### config.mk
export PLATFORM = sky130hd
export DESIGN_NAME = pio_port_irq
export DESIGN_NICKNAME = d
export VERILOG_FILES = /design/src/verilog/pio_pkg.sv /design/src/verilog/pio_xfm_timer.sv /design/src/verilog/pio_port_irq.sv
export VERILOG_INCLUDE_DIRS = /design/src /design/src/verilog
export SDC_FILE = /design/constraint.sdc
export NUM_CORES = 1
export LEC_CHECK = 0
export ABC_AREA = 1
export CAP_MARGIN = 5
export CELL_PAD_IN_SITES_DETAIL_PLACEMENT = 0
export CELL_PAD_IN_SITES_GLOBAL_PLACEMENT = 1
export CORE_ASPECT_RATIO = 1.2
export CORE_MARGIN = 3
export CORE_UTILIZATION = 40
export CTS_CLUSTER_SIZE = 30
export DETAILED_ROUTE_END_ITERATION = 7
export DONT_BUFFER_PORTS = 1
export HOLD_SLACK_MARGIN = 0.15
export PLACE_DENSITY = 0.68
export SLEW_MARGIN = 25
export SYNTH_ARGS = -nofsm -noshare
export SYNTH_HDL_FRONTEND = slang
export SYNTH_SLANG_ARGS = --single-unit
### constraint.sdc
create_clock -name i_core_clk -period 1.4 [get_ports i_core_clk]
set_input_delay 0.14 -clock i_core_clk [delete_from_list [all_inputs] [get_ports i_core_clk]]
set_output_delay 0.14 -clock i_core_clk [all_outputs]
set_load 0.05 [all_outputs]
### src/verilog/pio_defs.svh
// Register addresses, field positions, reset values and timing counts
`ifndef PIO_DEFS_SVH
`define PIO_DEFS_SVH

// ----------------------------------------------------------------------
// Register addresses on the four address pins
// ----------------------------------------------------------------------
`define PIO_ADDR_REV_ANGLE  4'h0
`define PIO_ADDR_FWD_ANGLE  4'h4
`define PIO_ADDR_PORT_CTRL  4'hb
`define PIO_ADDR_PORT_DATA  4'hc
`define PIO_ADDR_SYS_CTRL   4'hd
`define PIO_ADDR_INT_STATUS 4'he

// ----------------------------------------------------------------------
// Field positions
// ----------------------------------------------------------------------
`define PIO_SC_CLK_DIV      5
`define PIO_SC_XFM_IEN      6
`define PIO_SC_CONV_IEN     7
`define PIO_SC_LEVEL_MODE   8
`define PIO_ST_CONV         0
`define PIO_ST_XFM          1
`define PIO_ST_PORT         2
`define PIO_ST_VALID        4
`define PIO_ST_OWN_IRQ      11
`define PIO_PC_IEN_LSB      6

// ----------------------------------------------------------------------
// Reset values and write masks
// ----------------------------------------------------------------------
`define PIO_PORT_CTRL_RST   12'h000
`define PIO_SYS_CTRL_RST    12'h000
`define PIO_PORT_OUT_RST    6'h00
`define PIO_SYS_CTRL_MASK   12'h5fb

// ----------------------------------------------------------------------
// Transformation run times in system clock cycles
// ----------------------------------------------------------------------
`define PIO_FWD_CYCLES      6'd40
`define PIO_REV_CYCLES      6'd37

`endif

### src/verilog/pio_pkg.sv
// Types shared by the port and interrupt logic
package pio_pkg;

  // ----------------------------------------------------------------------
  // Host strobes and address as they arrive on the pins
  // ----------------------------------------------------------------------
  typedef struct packed {
    logic [3:0] addr;
    logic       cs_n;
    logic       rd_n;
    logic       wr_n;
  } pio_host_t;

  // ----------------------------------------------------------------------
  // Drive of the six port pins
  // ----------------------------------------------------------------------
  typedef struct packed {
    logic [5:0] o;
    logic [5:0] oe;
  } pio_pin_drv_t;

  typedef enum logic {
    PIO_TMR_IDLE,
    PIO_TMR_RUN
  } pio_tmr_state_t;

endpackage

### src/verilog/pio_xfm_timer.sv
// Run timer that marks the end of a vector transformation
`timescale 1ns/10ps
`default_nettype none

module pio_xfm_timer
  import pio_pkg::*;
(
  input  wire logic       i_core_clk,
  input  wire logic       i_resetn,
  input  wire logic       i_ce,
  input  wire logic       i_start,
  input  wire logic [5:0] i_cycles,
  output var  logic       o_busy,
  output var  logic       o_done
);

  pio_tmr_state_t state_reg;
  logic [5:0]     cnt_reg;
  logic           done_reg;

  // ----------------------------------------------------------------------
  // Countdown; a new start restarts the run
  // ----------------------------------------------------------------------
  always_ff @(posedge i_core_clk or negedge i_resetn) begin
    if (!i_resetn) begin
      state_reg <= PIO_TMR_IDLE;
      cnt_reg   <= 6'h00;
      done_reg  <= 1'b0;
    end else if (i_ce) begin
      done_reg <= 1'b0;
      if (i_start) begin
        state_reg <= PIO_TMR_RUN;
        cnt_reg   <= i_cycles - 6'h01;
      end else begin
        case (state_reg)
          PIO_TMR_IDLE: begin
            cnt_reg <= 6'h00;
          end
          PIO_TMR_RUN: begin
            if (cnt_reg == 6'h00) begin
              state_reg <= PIO_TMR_IDLE;
              done_reg  <= 1'b1;
            end else begin
              cnt_reg <= cnt_reg - 6'h01;
            end
          end
          default: begin
            state_reg <= PIO_TMR_IDLE;
          end
        endcase
      end
    end
  end

  assign o_busy = (state_reg == PIO_TMR_RUN);
  assign o_done = done_reg;

endmodule

`default_nettype wire

### src/verilog/pio_port_irq.sv
// Six-bit digital port with change interrupts and request aggregation
`timescale 1ns/10ps
`default_nettype none
`include "pio_defs.svh"

module pio_port_irq
  import pio_pkg::*;
(
  input  wire logic         i_core_clk,
  input  wire logic         i_resetn,
  input  wire logic         i_clk_en,
  input  wire pio_host_t    i_host,
  input  wire logic [11:0]  i_data,
  output var  logic [11:0]  o_data,
  output var  logic         o_data_oe,
  input  wire logic [5:0]   i_port_pin,
  output var  pio_pin_drv_t o_port_pin,
  input  wire logic         i_conv_done,
  output var  logic         o_irq_n_o,
  output var  logic         o_irq_n_oe,
  output var  logic [11:0]  o_system_control,
  output var  logic         o_sys_ce,
  output var  logic         o_xfm_busy
);

  // ----------------------------------------------------------------------
  // Helpers
  // ----------------------------------------------------------------------
  // A synchronised strobe or pin bit takes a new value only once stages two and three
  // agree, which rejects a sample caught mid-transition.
  function automatic logic [8:0] settle(input logic [8:0] s2,
                                        input logic [8:0] s3,
                                        input logic [8:0] old);
    logic [8:0] agree;
    agree  = ~(s2 ^ s3);
    settle = (agree & s3) | (~agree & old);
  endfunction

  // ----------------------------------------------------------------------
  // Declarations
  // ----------------------------------------------------------------------
  localparam int SYNC_W = 25;

  logic [SYNC_W-1:0] sync1_reg;
  logic [SYNC_W-1:0] sync2_reg;
  logic [SYNC_W-1:0] sync3_reg;
  logic [8:0]        stable_reg;
  logic [8:0]        stable_next;
  logic              phase_reg;
  logic              sys_ce;
  logic              rd_act_d_reg;
  logic              cs_st;
  logic              rd_st;
  logic              wr_st;
  logic              wr_next;
  logic              rd_act;
  logic              rd_start;
  logic              wr_fire;
  logic [3:0]        wr_addr;
  logic [11:0]       wr_data;
  logic [5:0]        pin_st;
  logic [5:0]        pin_next;
  logic [11:0]       port_ctrl_reg;
  logic [11:0]       sys_ctrl_reg;
  logic [5:0]        port_out_reg;
  logic [5:0]        dir;
  logic [5:0]        pin_ien;
  logic [5:0]        pin_chg;
  logic              conv_set;
  logic              xfm_set;
  logic              port_set;
  logic              any_set;
  logic              stat_clr;
  logic              flag_conv_reg;
  logic              flag_xfm_reg;
  logic              flag_port_reg;
  logic              flag_own_reg;
  logic              valid_reg;
  logic              irq_pulse_reg;
  logic              irq_level_reg;
  logic [11:0]       rd_mux;
  logic [11:0]       data_out_reg;
  logic              data_oe_reg;
  logic              xfm_start;
  logic [5:0]        xfm_cycles;
  logic              xfm_done;

  // ----------------------------------------------------------------------
  // System clock enable
  // ----------------------------------------------------------------------
  // The halved system clock is an enable on the core clock rather than a
  // derived clock, so the design keeps one clock domain.
  always_ff @(posedge i_core_clk or negedge i_resetn) begin
    if (!i_resetn) begin
      phase_reg <= 1'b0;
    end else if (i_clk_en) begin
      phase_reg <= ~phase_reg;
    end
  end

  assign sys_ce = i_clk_en &
                  (phase_reg | ~sys_ctrl_reg[`PIO_SC_CLK_DIV]);
  assign o_sys_ce = sys_ce;

  // ----------------------------------------------------------------------
  // Pin synchronisers
  // ----------------------------------------------------------------------
  always_ff @(posedge i_core_clk or negedge i_resetn) begin
    if (!i_resetn) begin
      sync1_reg <= {SYNC_W{1'b1}};
      sync2_reg <= {SYNC_W{1'b1}};
      sync3_reg <= {SYNC_W{1'b1}};
    end else if (sys_ce) begin
      sync1_reg <= {i_host.addr, i_data, i_host.cs_n, i_host.rd_n,
                    i_host.wr_n, i_port_pin};
      sync2_reg <= sync1_reg;
      sync3_reg <= sync2_reg;
    end
  end

  assign {cs_st, rd_st, wr_st} = stable_reg[8:6];
  assign pin_st                = stable_reg[5:0];

  always_comb begin
    stable_next = {settle(sync2_reg[8:0], sync3_reg[8:0], stable_reg)};
  end

  assign wr_next  = stable_next[6];
  assign pin_next = stable_next[5:0];
  assign wr_addr  = sync3_reg[24:21];
  assign wr_data  = sync3_reg[20:9];

  always_ff @(posedge i_core_clk or negedge i_resetn) begin
    if (!i_resetn) begin
      stable_reg   <= 9'h1ff;
      rd_act_d_reg <= 1'b0;
    end else if (sys_ce) begin
      stable_reg   <= stable_next;
      rd_act_d_reg <= rd_act;
    end
  end

  // ----------------------------------------------------------------------
  // Host strobes
  // ----------------------------------------------------------------------
  // A write takes effect on the rising edge of the write strobe, when
  // address and data have been settled for the whole strobe.
  assign rd_act   = ~cs_st & ~rd_st;
  assign rd_start = sys_ce & rd_act & ~rd_act_d_reg;
  assign wr_fire  = sys_ce & ~cs_st & ~wr_st & wr_next;

  // ----------------------------------------------------------------------
  // Control registers
  // ----------------------------------------------------------------------
  always_ff @(posedge i_core_clk or negedge i_resetn) begin
    if (!i_resetn) begin
      port_ctrl_reg <= `PIO_PORT_CTRL_RST;
    end else if (wr_fire && wr_addr == `PIO_ADDR_PORT_CTRL) begin
      port_ctrl_reg <= wr_data;
    end
  end

  always_ff @(posedge i_core_clk or negedge i_resetn) begin
    if (!i_resetn) begin
      sys_ctrl_reg <= `PIO_SYS_CTRL_RST;
    end else if (wr_fire && wr_addr == `PIO_ADDR_SYS_CTRL) begin
      sys_ctrl_reg <= wr_data & `PIO_SYS_CTRL_MASK;
    end
  end

  assign o_system_control = sys_ctrl_reg;

  assign dir     = port_ctrl_reg[5:0];
  assign pin_ien = port_ctrl_reg[11:`PIO_PC_IEN_LSB];

  // ----------------------------------------------------------------------
  // Port data and pin drive
  // ----------------------------------------------------------------------
  always_ff @(posedge i_core_clk or negedge i_resetn) begin
    if (!i_resetn) begin
      port_out_reg <= `PIO_PORT_OUT_RST;
    end else if (wr_fire && wr_addr == `PIO_ADDR_PORT_DATA) begin
      port_out_reg <= (port_out_reg & ~dir) | (wr_data[5:0] & dir);
    end
  end

  always_comb begin
    o_port_pin.o  = port_out_reg;
    o_port_pin.oe = dir;
  end

  // ----------------------------------------------------------------------
  // Interrupt events
  // ----------------------------------------------------------------------
  // Output pins are masked, so switching a bit to output never fires it.
  assign pin_chg  = {6{sys_ce}} & (pin_next ^ pin_st);
  assign port_set = |(pin_chg & pin_ien & ~dir);
  assign conv_set = sys_ce & i_conv_done &
                    sys_ctrl_reg[`PIO_SC_CONV_IEN];
  assign xfm_set  = sys_ce & xfm_done &
                    sys_ctrl_reg[`PIO_SC_XFM_IEN];
  assign any_set  = conv_set | xfm_set | port_set;
  assign stat_clr = rd_start & (sync3_reg[24:21] == `PIO_ADDR_INT_STATUS);

  // ----------------------------------------------------------------------
  // Status flags
  // ----------------------------------------------------------------------
  // The read latches the flags first; a clear then takes the same edge,
  // and an event in that cycle still sets its flag.
  always_ff @(posedge i_core_clk or negedge i_resetn) begin
    if (!i_resetn) begin
      flag_conv_reg <= 1'b0;
      flag_xfm_reg  <= 1'b0;
      flag_port_reg <= 1'b0;
      flag_own_reg  <= 1'b0;
    end else begin
      flag_conv_reg <= (flag_conv_reg & ~stat_clr) | conv_set;
      flag_xfm_reg  <= (flag_xfm_reg & ~stat_clr) | xfm_set;
      flag_port_reg <= (flag_port_reg & ~stat_clr) | port_set;
      flag_own_reg  <= (flag_own_reg & ~stat_clr) | any_set;
    end
  end

  always_ff @(posedge i_core_clk or negedge i_resetn) begin
    if (!i_resetn) begin
      valid_reg <= 1'b0;
    end else if (sys_ce) begin
      if (xfm_start) begin
        valid_reg <= 1'b0;
      end else if (xfm_done) begin
        valid_reg <= 1'b1;
      end
    end
  end

  // ----------------------------------------------------------------------
  // Request pin
  // ----------------------------------------------------------------------
  always_ff @(posedge i_core_clk or negedge i_resetn) begin
    if (!i_resetn) begin
      irq_pulse_reg <= 1'b0;
    end else if (sys_ce) begin
      irq_pulse_reg <= any_set;
    end
  end

  always_ff @(posedge i_core_clk or negedge i_resetn) begin
    if (!i_resetn) begin
      irq_level_reg <= 1'b0;
    end else begin
      irq_level_reg <= (irq_level_reg & ~stat_clr) | any_set;
    end
  end

  // Open drain: the pin level is always low and only the enable moves.
  assign o_irq_n_o  = 1'b0;
  assign o_irq_n_oe = sys_ctrl_reg[`PIO_SC_LEVEL_MODE] ?
                      irq_level_reg : irq_pulse_reg;

  // ----------------------------------------------------------------------
  // Read data
  // ----------------------------------------------------------------------
  always_comb begin
    rd_mux = 12'h000;
    case (sync3_reg[24:21])
      `PIO_ADDR_PORT_DATA: begin
        rd_mux[5:0] = (port_out_reg & dir) | (pin_st & ~dir);
      end
      `PIO_ADDR_SYS_CTRL: begin
        rd_mux = sys_ctrl_reg;
      end
      `PIO_ADDR_INT_STATUS: begin
        rd_mux[`PIO_ST_CONV]    = flag_conv_reg;
        rd_mux[`PIO_ST_XFM]     = flag_xfm_reg;
        rd_mux[`PIO_ST_PORT]    = flag_port_reg;
        rd_mux[`PIO_ST_VALID]   = valid_reg;
        rd_mux[`PIO_ST_OWN_IRQ] = flag_own_reg;
      end
      default: begin
        rd_mux = 12'h000;
      end
    endcase
  end

  // Data is frozen at the start of a read so the host sees one value
  // even though flags may clear or set during the strobe.
  always_ff @(posedge i_core_clk or negedge i_resetn) begin
    if (!i_resetn) begin
      data_out_reg <= 12'h000;
      data_oe_reg  <= 1'b0;
    end else if (sys_ce) begin
      data_oe_reg <= rd_act;
      if (rd_start) begin
        data_out_reg <= rd_mux;
      end
    end
  end

  assign o_data    = data_out_reg;
  assign o_data_oe = data_oe_reg;

  // ----------------------------------------------------------------------
  // Transformation run timer
  // ----------------------------------------------------------------------
  // Writing either angle starts a run; the forward and reverse runs
  // cannot overlap, so one timer serves both.
  assign xfm_start = wr_fire & ((wr_addr == `PIO_ADDR_FWD_ANGLE) |
                                (wr_addr == `PIO_ADDR_REV_ANGLE));
  assign xfm_cycles = (wr_addr == `PIO_ADDR_FWD_ANGLE) ?
                      `PIO_FWD_CYCLES : `PIO_REV_CYCLES;

  pio_xfm_timer u_timer (
    .i_core_clk (i_core_clk),
    .i_resetn   (i_resetn),
    .i_ce       (sys_ce),
    .i_start    (xfm_start),
    .i_cycles   (xfm_cycles),
    .o_busy     (o_xfm_busy),
    .o_done     (xfm_done)
  );

endmodule

`default_nettype wire

==> results by group, run 1 <==
Run status
  • Status: complete, but fails checks
  • Failing checks: hold timing, setup timing

Flow run
  • Max-capacitance violation count: 0

Pwr
  • Lkg Pwr: 3.88 nW
  • Sw Ratio: 0.334
  • Clock Power Share: 0.300
  • Int Pwr: 10.3 mW
  • Reg power frac: 0.392
  • Power Density: 1840 mW/mm^2
  • Peak supply drop: 765 uV
  • Combinational power share: 0.308
  • Sw power: 5.19 mW

Placement
  • Placed cell count: 929
  • Post-place setup slack: -191 ps
  • Gp weighted congestion: 0.797
  • Hpwl dp: 9530 microns
  • IO buf count: 0

Floorplanning
  • Core Region: 0.0150 sq mm
  • Die area: 0.0169 sq mm
  • Die W: 119 microns
  • DIE HEIGHT: 142 microns
  • Rows: 49
  • I/O Pins: 70
  • Initial Utilization: 0.410

Worst setup path
  • CP Capture Type: flop
  • Slowest Stage Delay on Critical Path: 560 ps
  • Top cell by count, worst path: nand2_2
  • Setup slack, reg-to-reg: -120 ps
  • Depth of the most critical reg-to-reg path: 8
  • Setup Crit Path Kind: flop to flop
  • Critical R2R Capture: port_ctrl_reg[11]
  • Setup crit start: sync3_reg[6]
  • Crit path DAT: 1810 ps
  • WP data required: 1700 ps
  • Reg-to-reg startpoint: sync3_reg[6]
  • Crit-path cells: nand2_2 -> nand2_4 -> nand3b_4 -> nor2_8 -> buf_12 -> nand2_8 -> nand2_2 -> o21ai_1
  • Setup crit start kind: flop
  • Crit path capture: port_ctrl_reg[11]
  • CP max-delay cell: dfstp_2
  • Max Fanout on Critical Path: 6

Timing
  • FMAX: 659 MHz
  • # setup viols final: 44
  • RSZ-0062 raised after global routing: yes
  • Final Hold Fails: 139
  • Crit path time final: 1520 ps
  • Slew Limit Fails: 0
  • Tcrit/Tclk final: 1.08
  • Clock Skew: 8.02 ps
  • Final WS setup: -118 ps
  • Worst hold slack: -589 ps

Drt
  • DR DRC count: 0
  • Starting DRC count in detailed routing: 270
  • 1st-pass router iterations: 4
  • DR WL/cell: 15.5 microns
  • ANT nets after route: 0
  • Vias per cell: 4.90
  • Via count: 4,948
  • DRT Wirelength: 15,700 microns

Clock network
  • CTS Hold Bufs: 27
  • Clock-pin slew on the worst setup and hold paths: 60 ps
  • Clock Path Buffers: 2
  • CTS buffer count: 17
  • CTS Sinks: 139
  • Root buf cell: clkbuf_16
  • CTS tree: built
  • Insertion delay to the later sink of the worst-skew pair: 420 ps
  • H-tree Lvls: 4

Global route
  • Initial antenna violation count: 0
  • Largest net degree at the start of global routing: 140
  • Total GRT Usage: 0.190
  • Gr ovfl total: 0
  • First-pass GRT wire length: 25,200 microns
  • Vias in the first global route: 4,922

Synth
  • Avg Cell Area, Syn: 9.06 sq um
  • Register bit total from synthesis: 139
  • Cells after synthesis: 679
  • Post-Syn Area: 0.00615 sq mm
  • Synth warn: 0
  • Sequential cell area fraction in the yosys report: 0.582
  • Synth cell types: 37

Final layout
  • Most common cell after layout, fill and taps aside: nand2_1
  • Diode count: 0
  • Area growth, synth to finish: 37.1%
  • Non-filler instance count after layout: 1,009
  • Commonest cells after routing, fill and taps aside: nand2_1 (174), dfstp_2 (84), buf_4 (76), o21ai_0 (71), inv_1 (66)
  • Nets@finish: 824
  • Layout cell share with drive strength beyond 1: 0.374

Min path
  • Hold Path Class: input port to asynchronous set/reset pin
## power groups by stage
stage | Clock [mW] | Combinational (mW) | Sequential [mW]
after global routing | 4.96 | 5.27 | 6.23
after CTS | 4.75 | 4.62 | 6.05
after detailed placement | 0 | 3.98 | 6.09
after global placement | 0 | 3.92 | 6.04
final | 4.66 | 4.79 | 6.09
after floorplan | 0 | 2.30 | 6.36
## critical path, delay by kind of cell (launching register included)
family                 cells  cell delay (ps)
AOI/OAI and AO/OA          1               60
buffers and inverters      1              190
DFF                        1              560
and+or+nand+nor            6              570
## worst min-delay path by stage
stage	startpoint	cells past startpoint	end	slack [ps]
floorplan	i_resetn	0	asynchronous set/reset pin	-160
global placement	i_resetn	0	o_data[6]	-150
detailed placement	i_resetn	0	o_data[8]	-150
CTS	i_resetn	0	port_ctrl_reg[4]	-600
global route	i_resetn	0	o_data[8]	-610
finish	i_resetn	0	o_data[8]	-590
## final cells by class
cell class	count	area [sq um]
Inverter	72	275
Tap cell	204	255
Clock inverter	6	109
Timing Repair Buffer	123	1190
Fill cell	1350	6580
Multi-Input combinational cell	440	2520
Sequential cell	139	3580
Clock buffer	25	507
## synthesized netlist by cell type
cell      count  area, sq um
nand2_2       1         6.26
nor4_2        1         12.5
buf_1         3         11.3
nor2_2        2         12.5
o21a_1        1         7.51
o21ai_0      74          370
dfrtp_1      55         1380
inv_1        70          263
a22oi_1       1         7.51
nand4_1       9         56.3
mux2_2        1         11.3
a21oi_1       9         45.0
nor2_8        1         20.0
o21ai_2      18          158
nand4_4       1         21.3
buf_4        13         97.6
nand3b_2      1         11.3
nor3_1        7         35.0
buf_6         3         33.8
nand3_1      23          115
nor3_4        1         16.3
o21bai_1      1         7.51
clkbuf_1     12         45.0
o21ai_1      32          160
a21o_1        1         7.51
buf_2         6         30.0
nand2_4       2         22.5
ha_1          2         25.0
inv_2         2         7.51
conb_1        1         3.75
nand2_1     211          792
xor2_1        2         17.5
a21oi_2       1         8.76
dfstp_2      84         2210
nor2_1       19         71.3
o211ai_1      7         52.6
a22o_1        1         8.76
## what timing repair did
action | in CTS | in global routing
setup endpoints to repair | 50 | 104
buffers inserted | 10 | 3
gates resized for setup | 64 | 42
pin swaps | 17 | 18
hold endpoints to repair | 174 | 140
gates cloned | 8 | 2
## kinds of logic (layout without fill, tap and decap cells)
group | count (synthesis) | after routing | share of synthesized area
AO/OA/AOI/OAI | 146 | 146 | 0.135
buffers and inverters | 109 | 226 | 0.0793
other | 1 | 5 | 0.000609
XOR/XNOR | 2 | 2 | 0.00285
AND/OR/NAND/NOR | 279 | 284 | 0.194
flip-flops | 139 | 139 | 0.582
multiplexers | 1 | 1 | 0.00183
adder cells (fa/ha/maj) | 2 | 2 | 0.00407
## through the flow
stage                     instance area (sq um)  utilization  setup TNS (ps)  hold WS (ps)  total power [mW]
final                                      8440        0.562           -2980          -589              15.5
after global routing                       8440        0.562           -7530          -611              16.5
after CTS                                  8220        0.548           -2230          -604              15.4
after detailed placement                   6880        0.458           -4140          -151              10.1
after global placement                     6880        0.458           -2480          -152              9.95
after floorplan                            6220            -           -2220          -156              8.66
## metal layers
| metal | wire length, microns | global-route usage | vias up | part of all wire |
|---|---|---|---|---|
| met2 | 7700 | 0.316 | 96 | 0.49 |
| met3 | 710 | 0.0467 | 25 | 0.045 |
| li1 | - | - | 2426 | - |
| met4 | 364 | 0.0811 | 0 | 0.023 |
| met1 | 6880 | 0.235 | 2401 | 0.44 |
| met5 | 0 | 0 | - | 0 |
No activity file was read; power rests on OpenSTA's default activity.
==> run 2: changes to the inputs <==
- CORE_UTILIZATION: 40 -> 44
- PLACE_DENSITY: 0.68 -> 0.74
==> run 2 against run 1 <==
The flow still finishes with violations (hold timing, setup timing). Largest power group unchanged. First-iteration DRC count shrank 5.6%. Clock power shrank 6.2%. Cell count shrank 2.5%. Largest cell class unchanged. Non-clock buffer count grew 12. Critical path type unchanged. Flip-flop and latch count is the same. Global-route usage grew 0.80 points. Die area shrank 8.7%. Power grew 0.68%. Critical endpoint is now u_timer.cnt_reg[1].
==> results by group, run 2 (synthesis gave the netlist of run 1 again) <==
Pwr
  • Peak supply drop: 1320 uV
  • Lkg Pwr: 3.96 nW
  • Power Density: 1830 mW/mm^2

Global route
  • Gr ovfl total: 0
  • Vias in the first global route: 4,799
  • Total GRT Usage: 0.198
  • Initial antenna violation count: 0
  • First-pass GRT wire length: 23,900 microns
  • Largest net degree at the start of global routing: 140

Placement
  • Placed cell count: 891
  • IO buf count: 0
  • Placed Instance Area: 0.00686 sq mm
  • Gp weighted congestion: 0.814
  • Hpwl dp: 9370 microns

Clock network
  • CTS tree: built
  • Insertion delay to the later sink of the worst-skew pair: 420 ps
  • Clock Path Buffers: 2
  • CTS Sinks: 139
  • CTS Hold Bufs: 27
  • Root buf cell: clkbuf_16
  • H-tree Lvls: 4
  • CTS buffer count: 17
  • Clock-pin slew on the worst setup and hold paths: 60 ps

Timing
  • Tcrit/Tclk final: 1.12
  • Worst hold slack: -585 ps
  • Final WS setup: -169 ps
  • Final Hold Fails: 139
  • Crit path time final: 1570 ps
  • RSZ-0062 raised after global routing: yes
  • # setup viols final: 46
  • Slew Limit Fails: 0
  • FMAX: 637 MHz
  • Clock Skew: 11.0 ps

Drt
  • ANT nets after route: 0
  • DRT Wirelength: 15,800 microns
  • 1st-pass router iterations: 4
  • DR WL/cell: 16.0 microns
  • Vias per cell: 5.01
  • DR DRC count: 0
  • Via count: 4,925
  • Starting DRC count in detailed routing: 255

Floorplanning
  • DIE HEIGHT: 136 microns
  • Initial Utilization: 0.457
  • Die W: 114 microns
  • Rows: 46
  • Die area: 0.0154 sq mm
  • I/O Pins: 70
  • Core Region: 0.0135 sq mm

Final layout
  • Non-filler instance count after layout: 984
  • Diode count: 0
  • Nets@finish: 834
  • Area growth, synth to finish: 39.2%
  • Final Cell Area: 0.00857 sq mm
  • Post-layout util: 0.636
  • Layout cell share with drive strength beyond 1: 0.402
  • Most common cell after layout, fill and taps aside: nand2_1
  • Commonest cells after routing, fill and taps aside: nand2_1 (173), dfstp_2 (84), buf_4 (71), o21ai_0 (67), inv_1 (66)

Run status
  • Failing checks: hold timing, setup timing
  • Status: complete, but fails checks

Worst setup path
  • Crit path DAT: 1930 ps
  • Max Fanout on Critical Path: 7
  • Setup Crit Path Kind: flop to flop
  • Setup crit start kind: flop
  • WP data required: 1760 ps
  • CP Capture Type: flop

Flow run
  • Max-capacitance violation count: 0

Min path
  • Hold Path Class: input port to asynchronous set/reset pin
run 2: cell count changes in the layout (fill, tap and decap cells not counted), sizes merged:
cell	before	now
bufinv	3	2
clkinvlp	0	2
clkinv	3	7
nand2	219	217
clkbuf	27	24
buf	94	105
run 2: critical path: stages (launching register included):
cell      delay (ps)
dfrtp_2          420
inv_2             60
nand2_2           50
nand2_4          100
buf_12           120
nand3b_4         100
nor2_8           110
buf_12           160
buf_6            110
nand3_2           70
nand2_1           90
nand2_1           70
nand2_1           60
run 2: routing by layer:
layer | routed length [microns] | share of wire | global-route usage
met5 | 0 | 0 | 0
met1 | 6710 | 0.43 | 0.253
met3 | 729 | 0.046 | 0.0559
met2 | 8070 | 0.51 | 0.323
met4 | 258 | 0.016 | 0.0673
run 2: repair_timing:
action,CTS,global route
cloned,2,5
endpoints found under the setup margin,43,107
buffers inserted,16,13
pin swaps,22,24
resized for setup,50,66
hold endpoints to repair,176,139
run 2: cell type report:
cell class	count	area, sq um
timing repair buffer	135	1410
inverter	72	273
fill	1075	4900
clock inverter	11	120
sequential	139	3590
clock buffer	21	460
multi-input combinational	438	2510
tap	168	210
run 2: final timing paths:
| path | start | endpoint | slack [ps] | cells after the start |
|---|---|---|---|---|
| setup / recovery | o_system_control[5] | u_timer.cnt_reg[1] | -170 | 12 |
| hold / removal | i_resetn | o_data[6] | -580 | 0 |
| setup reg to reg | o_system_control[5] | u_timer.cnt_reg[1] | -170 | 12 |
| hold reg to reg | flag_own_reg | o_data[11] | 480 | 2 |
| max in group asynchronous | i_resetn | sync1_reg[13] | 1670 | 0 |
| min in group i_core_clk | i_clk_en | stable_reg[6] | 170 | 5 |
run 2: per-stage QoR:
step | hold WS, ps | TNS, ps | worst slack (ps) | total power [mW]
4_1_cts | -599 | -2350 | -109 | 15.0
3_5_place_dp | -153 | -4960 | -195 | 10.1
5_1_grt | -606 | -7350 | -205 | 16.5
2_1_floorplan | -156 | -2220 | -121 | 8.66
3_3_place_gp | -151 | -3500 | -141 | 9.92
6_report | -585 | -4450 | -169 | 15.6
run 2: power by group:
group / switching, mW / internal, mW / leakage [nW]
sequential: 0.679 / 5.44 / 1.60
combinational: 3.02 / 2.14 / 2.07
clock: 1.66 / 2.71 / 0.280
==> run 3: changes to the inputs <==
==> constraint.sdc (replaced) <==
create_clock -name i_core_clk -period 1.4 [get_ports i_core_clk]
set_input_delay 0.28 -clock i_core_clk [delete_from_list [all_inputs] [get_ports i_core_clk]]
set_output_delay 0.28 -clock i_core_clk [all_outputs]
set_load 0.05 [all_outputs]
==> run 3 against run 2 <==
Largest power group unchanged. Cell count decreased by 1.4%. Via count decreased by 1.4%. Sequential share of layout area increased by 1.7 points. The run still ends with hold timing, setup timing left.
==> results by group, run 3 (synthesis gave the netlist of run 1 again) <==
Run status
  • Status: complete, but fails checks
  • Failing checks: hold timing, setup timing

Global route
  • Gr ovfl total: 0
  • Total GRT Usage: 0.202
  • Vias in the first global route: 4,749
  • First-pass GRT wire length: 24,200 microns
  • Largest net degree at the start of global routing: 140
  • Initial antenna violation count: 0

Placement
  • Gp weighted congestion: 0.822
  • Placed cell count: 885
  • IO buf count: 0
  • Placed Instance Area: 0.00678 sq mm
  • Post-place setup slack: -122 ps
  • Hpwl dp: 9230 microns

Drt
  • ANT nets after route: 0
  • DR WL/cell: 16.1 microns
  • 1st-pass router iterations: 4
  • DR DRC count: 0
  • Vias per cell: 5.01
  • DRT Wirelength: 15,600 microns
  • Starting DRC count in detailed routing: 307
  • Via count: 4,856

Flow run
  • Max-capacitance violation count: 0

Final layout
  • Nets@finish: 823
  • Diode count: 0
  • Non-filler instance count after layout: 970
  • Commonest cells after routing, fill and taps aside: nand2_1 (187), dfstp_2 (84), buf_4 (67), inv_1 (65), o21ai_0 (60)
  • Most common cell after layout, fill and taps aside: nand2_1
  • Layout cell share with drive strength beyond 1: 0.365
  • Area growth, synth to finish: 34.2%
  • Final Cell Area: 0.00826 sq mm
  • Fill cells: 1,120

Timing
  • RSZ-0062 raised after global routing: yes
  • TNS Setup: -4320 ps
  • Clock Skew: 19.3 ps
  • Final Hold Fails: 139
  • Final WS setup: -169 ps
  • FMAX: 638 MHz
  • Worst hold slack: -457 ps
  • Crit path time final: 1570 ps
  • Slew Limit Fails: 0
  • Tcrit/Tclk final: 1.12
  • # setup viols final: 68

Worst setup path
  • Setup Crit Path Kind: flop to flop
  • CP bufs+invs: 4
  • WP data required: 1750 ps
  • Crit path DAT: 1920 ps
  • Crit-path cells: inv_2 -> nand2_2 -> nand2_4 -> buf_6 -> nand3b_4 -> nor2_8 -> buf_12 -> buf_6 -> nand3_4 -> nand2_2 -> nand2_1 -> nand2_1
  • Slowest Stage Delay on Critical Path: 420 ps
  • Max Fanout on Critical Path: 6
  • CP Capture Type: flop
  • Setup crit start kind: flop
  • Delay-heaviest family, CP: simple AND/OR/NAND/NOR gates
  • CP max-delay cell: dfrtp_2

Floorplanning
  • I/O Pins: 70
  • Die area: 0.0154 sq mm
  • Core Region: 0.0135 sq mm
  • DIE HEIGHT: 136 microns
  • Initial Utilization: 0.457
  • Rows: 46
  • Die W: 114 microns

Clock network
  • CTS Hold Bufs: 27
  • Insertion delay to the later sink of the worst-skew pair: 430 ps
  • CTS tree: built
  • Clock-pin slew on the worst setup and hold paths: 60 ps
  • Clock Path Buffers: 2
  • Root buf cell: clkbuf_16
  • H-tree Lvls: 4
  • CTS Sinks: 139
  • CTS buffer count: 17

Pwr
  • Peak supply drop: 1120 uV
  • Power, Total: 14.8 mW
  • Power Density: 1790 mW/mm^2
  • Lkg Pwr: 3.86 nW

Min path
  • Hold Path Class: input port to asynchronous set/reset pin
run 3: changes by cell type in the layout (fill, tap and decap cells not counted), sizes merged:
| cell | change |
|---|---|
| bufinv | -2 |
| clkinv | -4 |
| clkinvlp | -2 |
| buf | -11 |
| bufbuf | +1 |
| inv | +1 |
| nand2 | -1 |
| clkbuf | +4 |
run 3: per-layer routing:
layer  part of all wire  global-route usage  vias up  wire, microns
met2               0.49               0.330      107           7720
met1               0.45               0.262     2330           7010
met3              0.041              0.0492       18            645
li1                   -                   -     2401              -
met5                  0                   0        -              0
met4              0.016              0.0759        0            255
run 3: what timing repair did:
action / 4_1_cts / 5_1_grt
setup buffers: 9 / 9
gates cloned: 7 / 4
setup endpoints to repair: 67 / 106
endpoints found under the hold margin: 166 / 139
resized for setup: 55 / 55
pin swaps: 5 / 12
run 3: layout make-up:
type	count	area [sq um]	area share
Tap cell	168	210	0.0255
Clock inverter	4	21.3	0.00258
Inverter	72	273	0.0330
Multi-Input combinational cell	437	2380	0.288
Sequential cell	139	3600	0.435
Clock buffer	25	475	0.0576
Timing Repair Buffer	125	1310	0.158
run 3: worst register-to-register path: stages (launching register included):
cell and delay, ps:
dfrtp_2 420, inv_2 60, nand2_2 50, nand2_4 80, buf_6 120, nand3b_4 100
nor2_8 140, buf_12 160, buf_6 110, nand3_4 80, nand2_2 70, nand2_1 50
nand2_1 60
run 3: power breakdown:
group	switching (mW)	total, mW	internal (mW)
clock	1.54	3.85	2.31
sequential	0.771	6.21	5.44
combinational	2.83	4.75	1.91
run 3: path summary, 6_finish.rpt:
check                                    start                  to  slack (ps)  cells past startpoint
min in group i_core_clk               i_clk_en      u_timer.o_done         290                      5
setup / recovery           o_system_control[5]  u_timer.cnt_reg[1]        -170                     12
max in group asynchronous             i_resetn       sync3_reg[23]        1560                      0
setup reg to reg           o_system_control[5]  u_timer.cnt_reg[1]        -170                     12
hold reg to reg                   sync3_reg[6]        sync3_reg[6]         470                      2
hold / removal                        i_resetn           o_data[7]        -460                      0
run 3: through the flow:
step | hold slack, ps | util
floorplan | -15.6 | -
global placement | -11.3 | 0.503
detailed placement | -11.8 | 0.503
CTS | -463 | 0.589
global route | -472 | 0.613
finish | -457 | 0.613
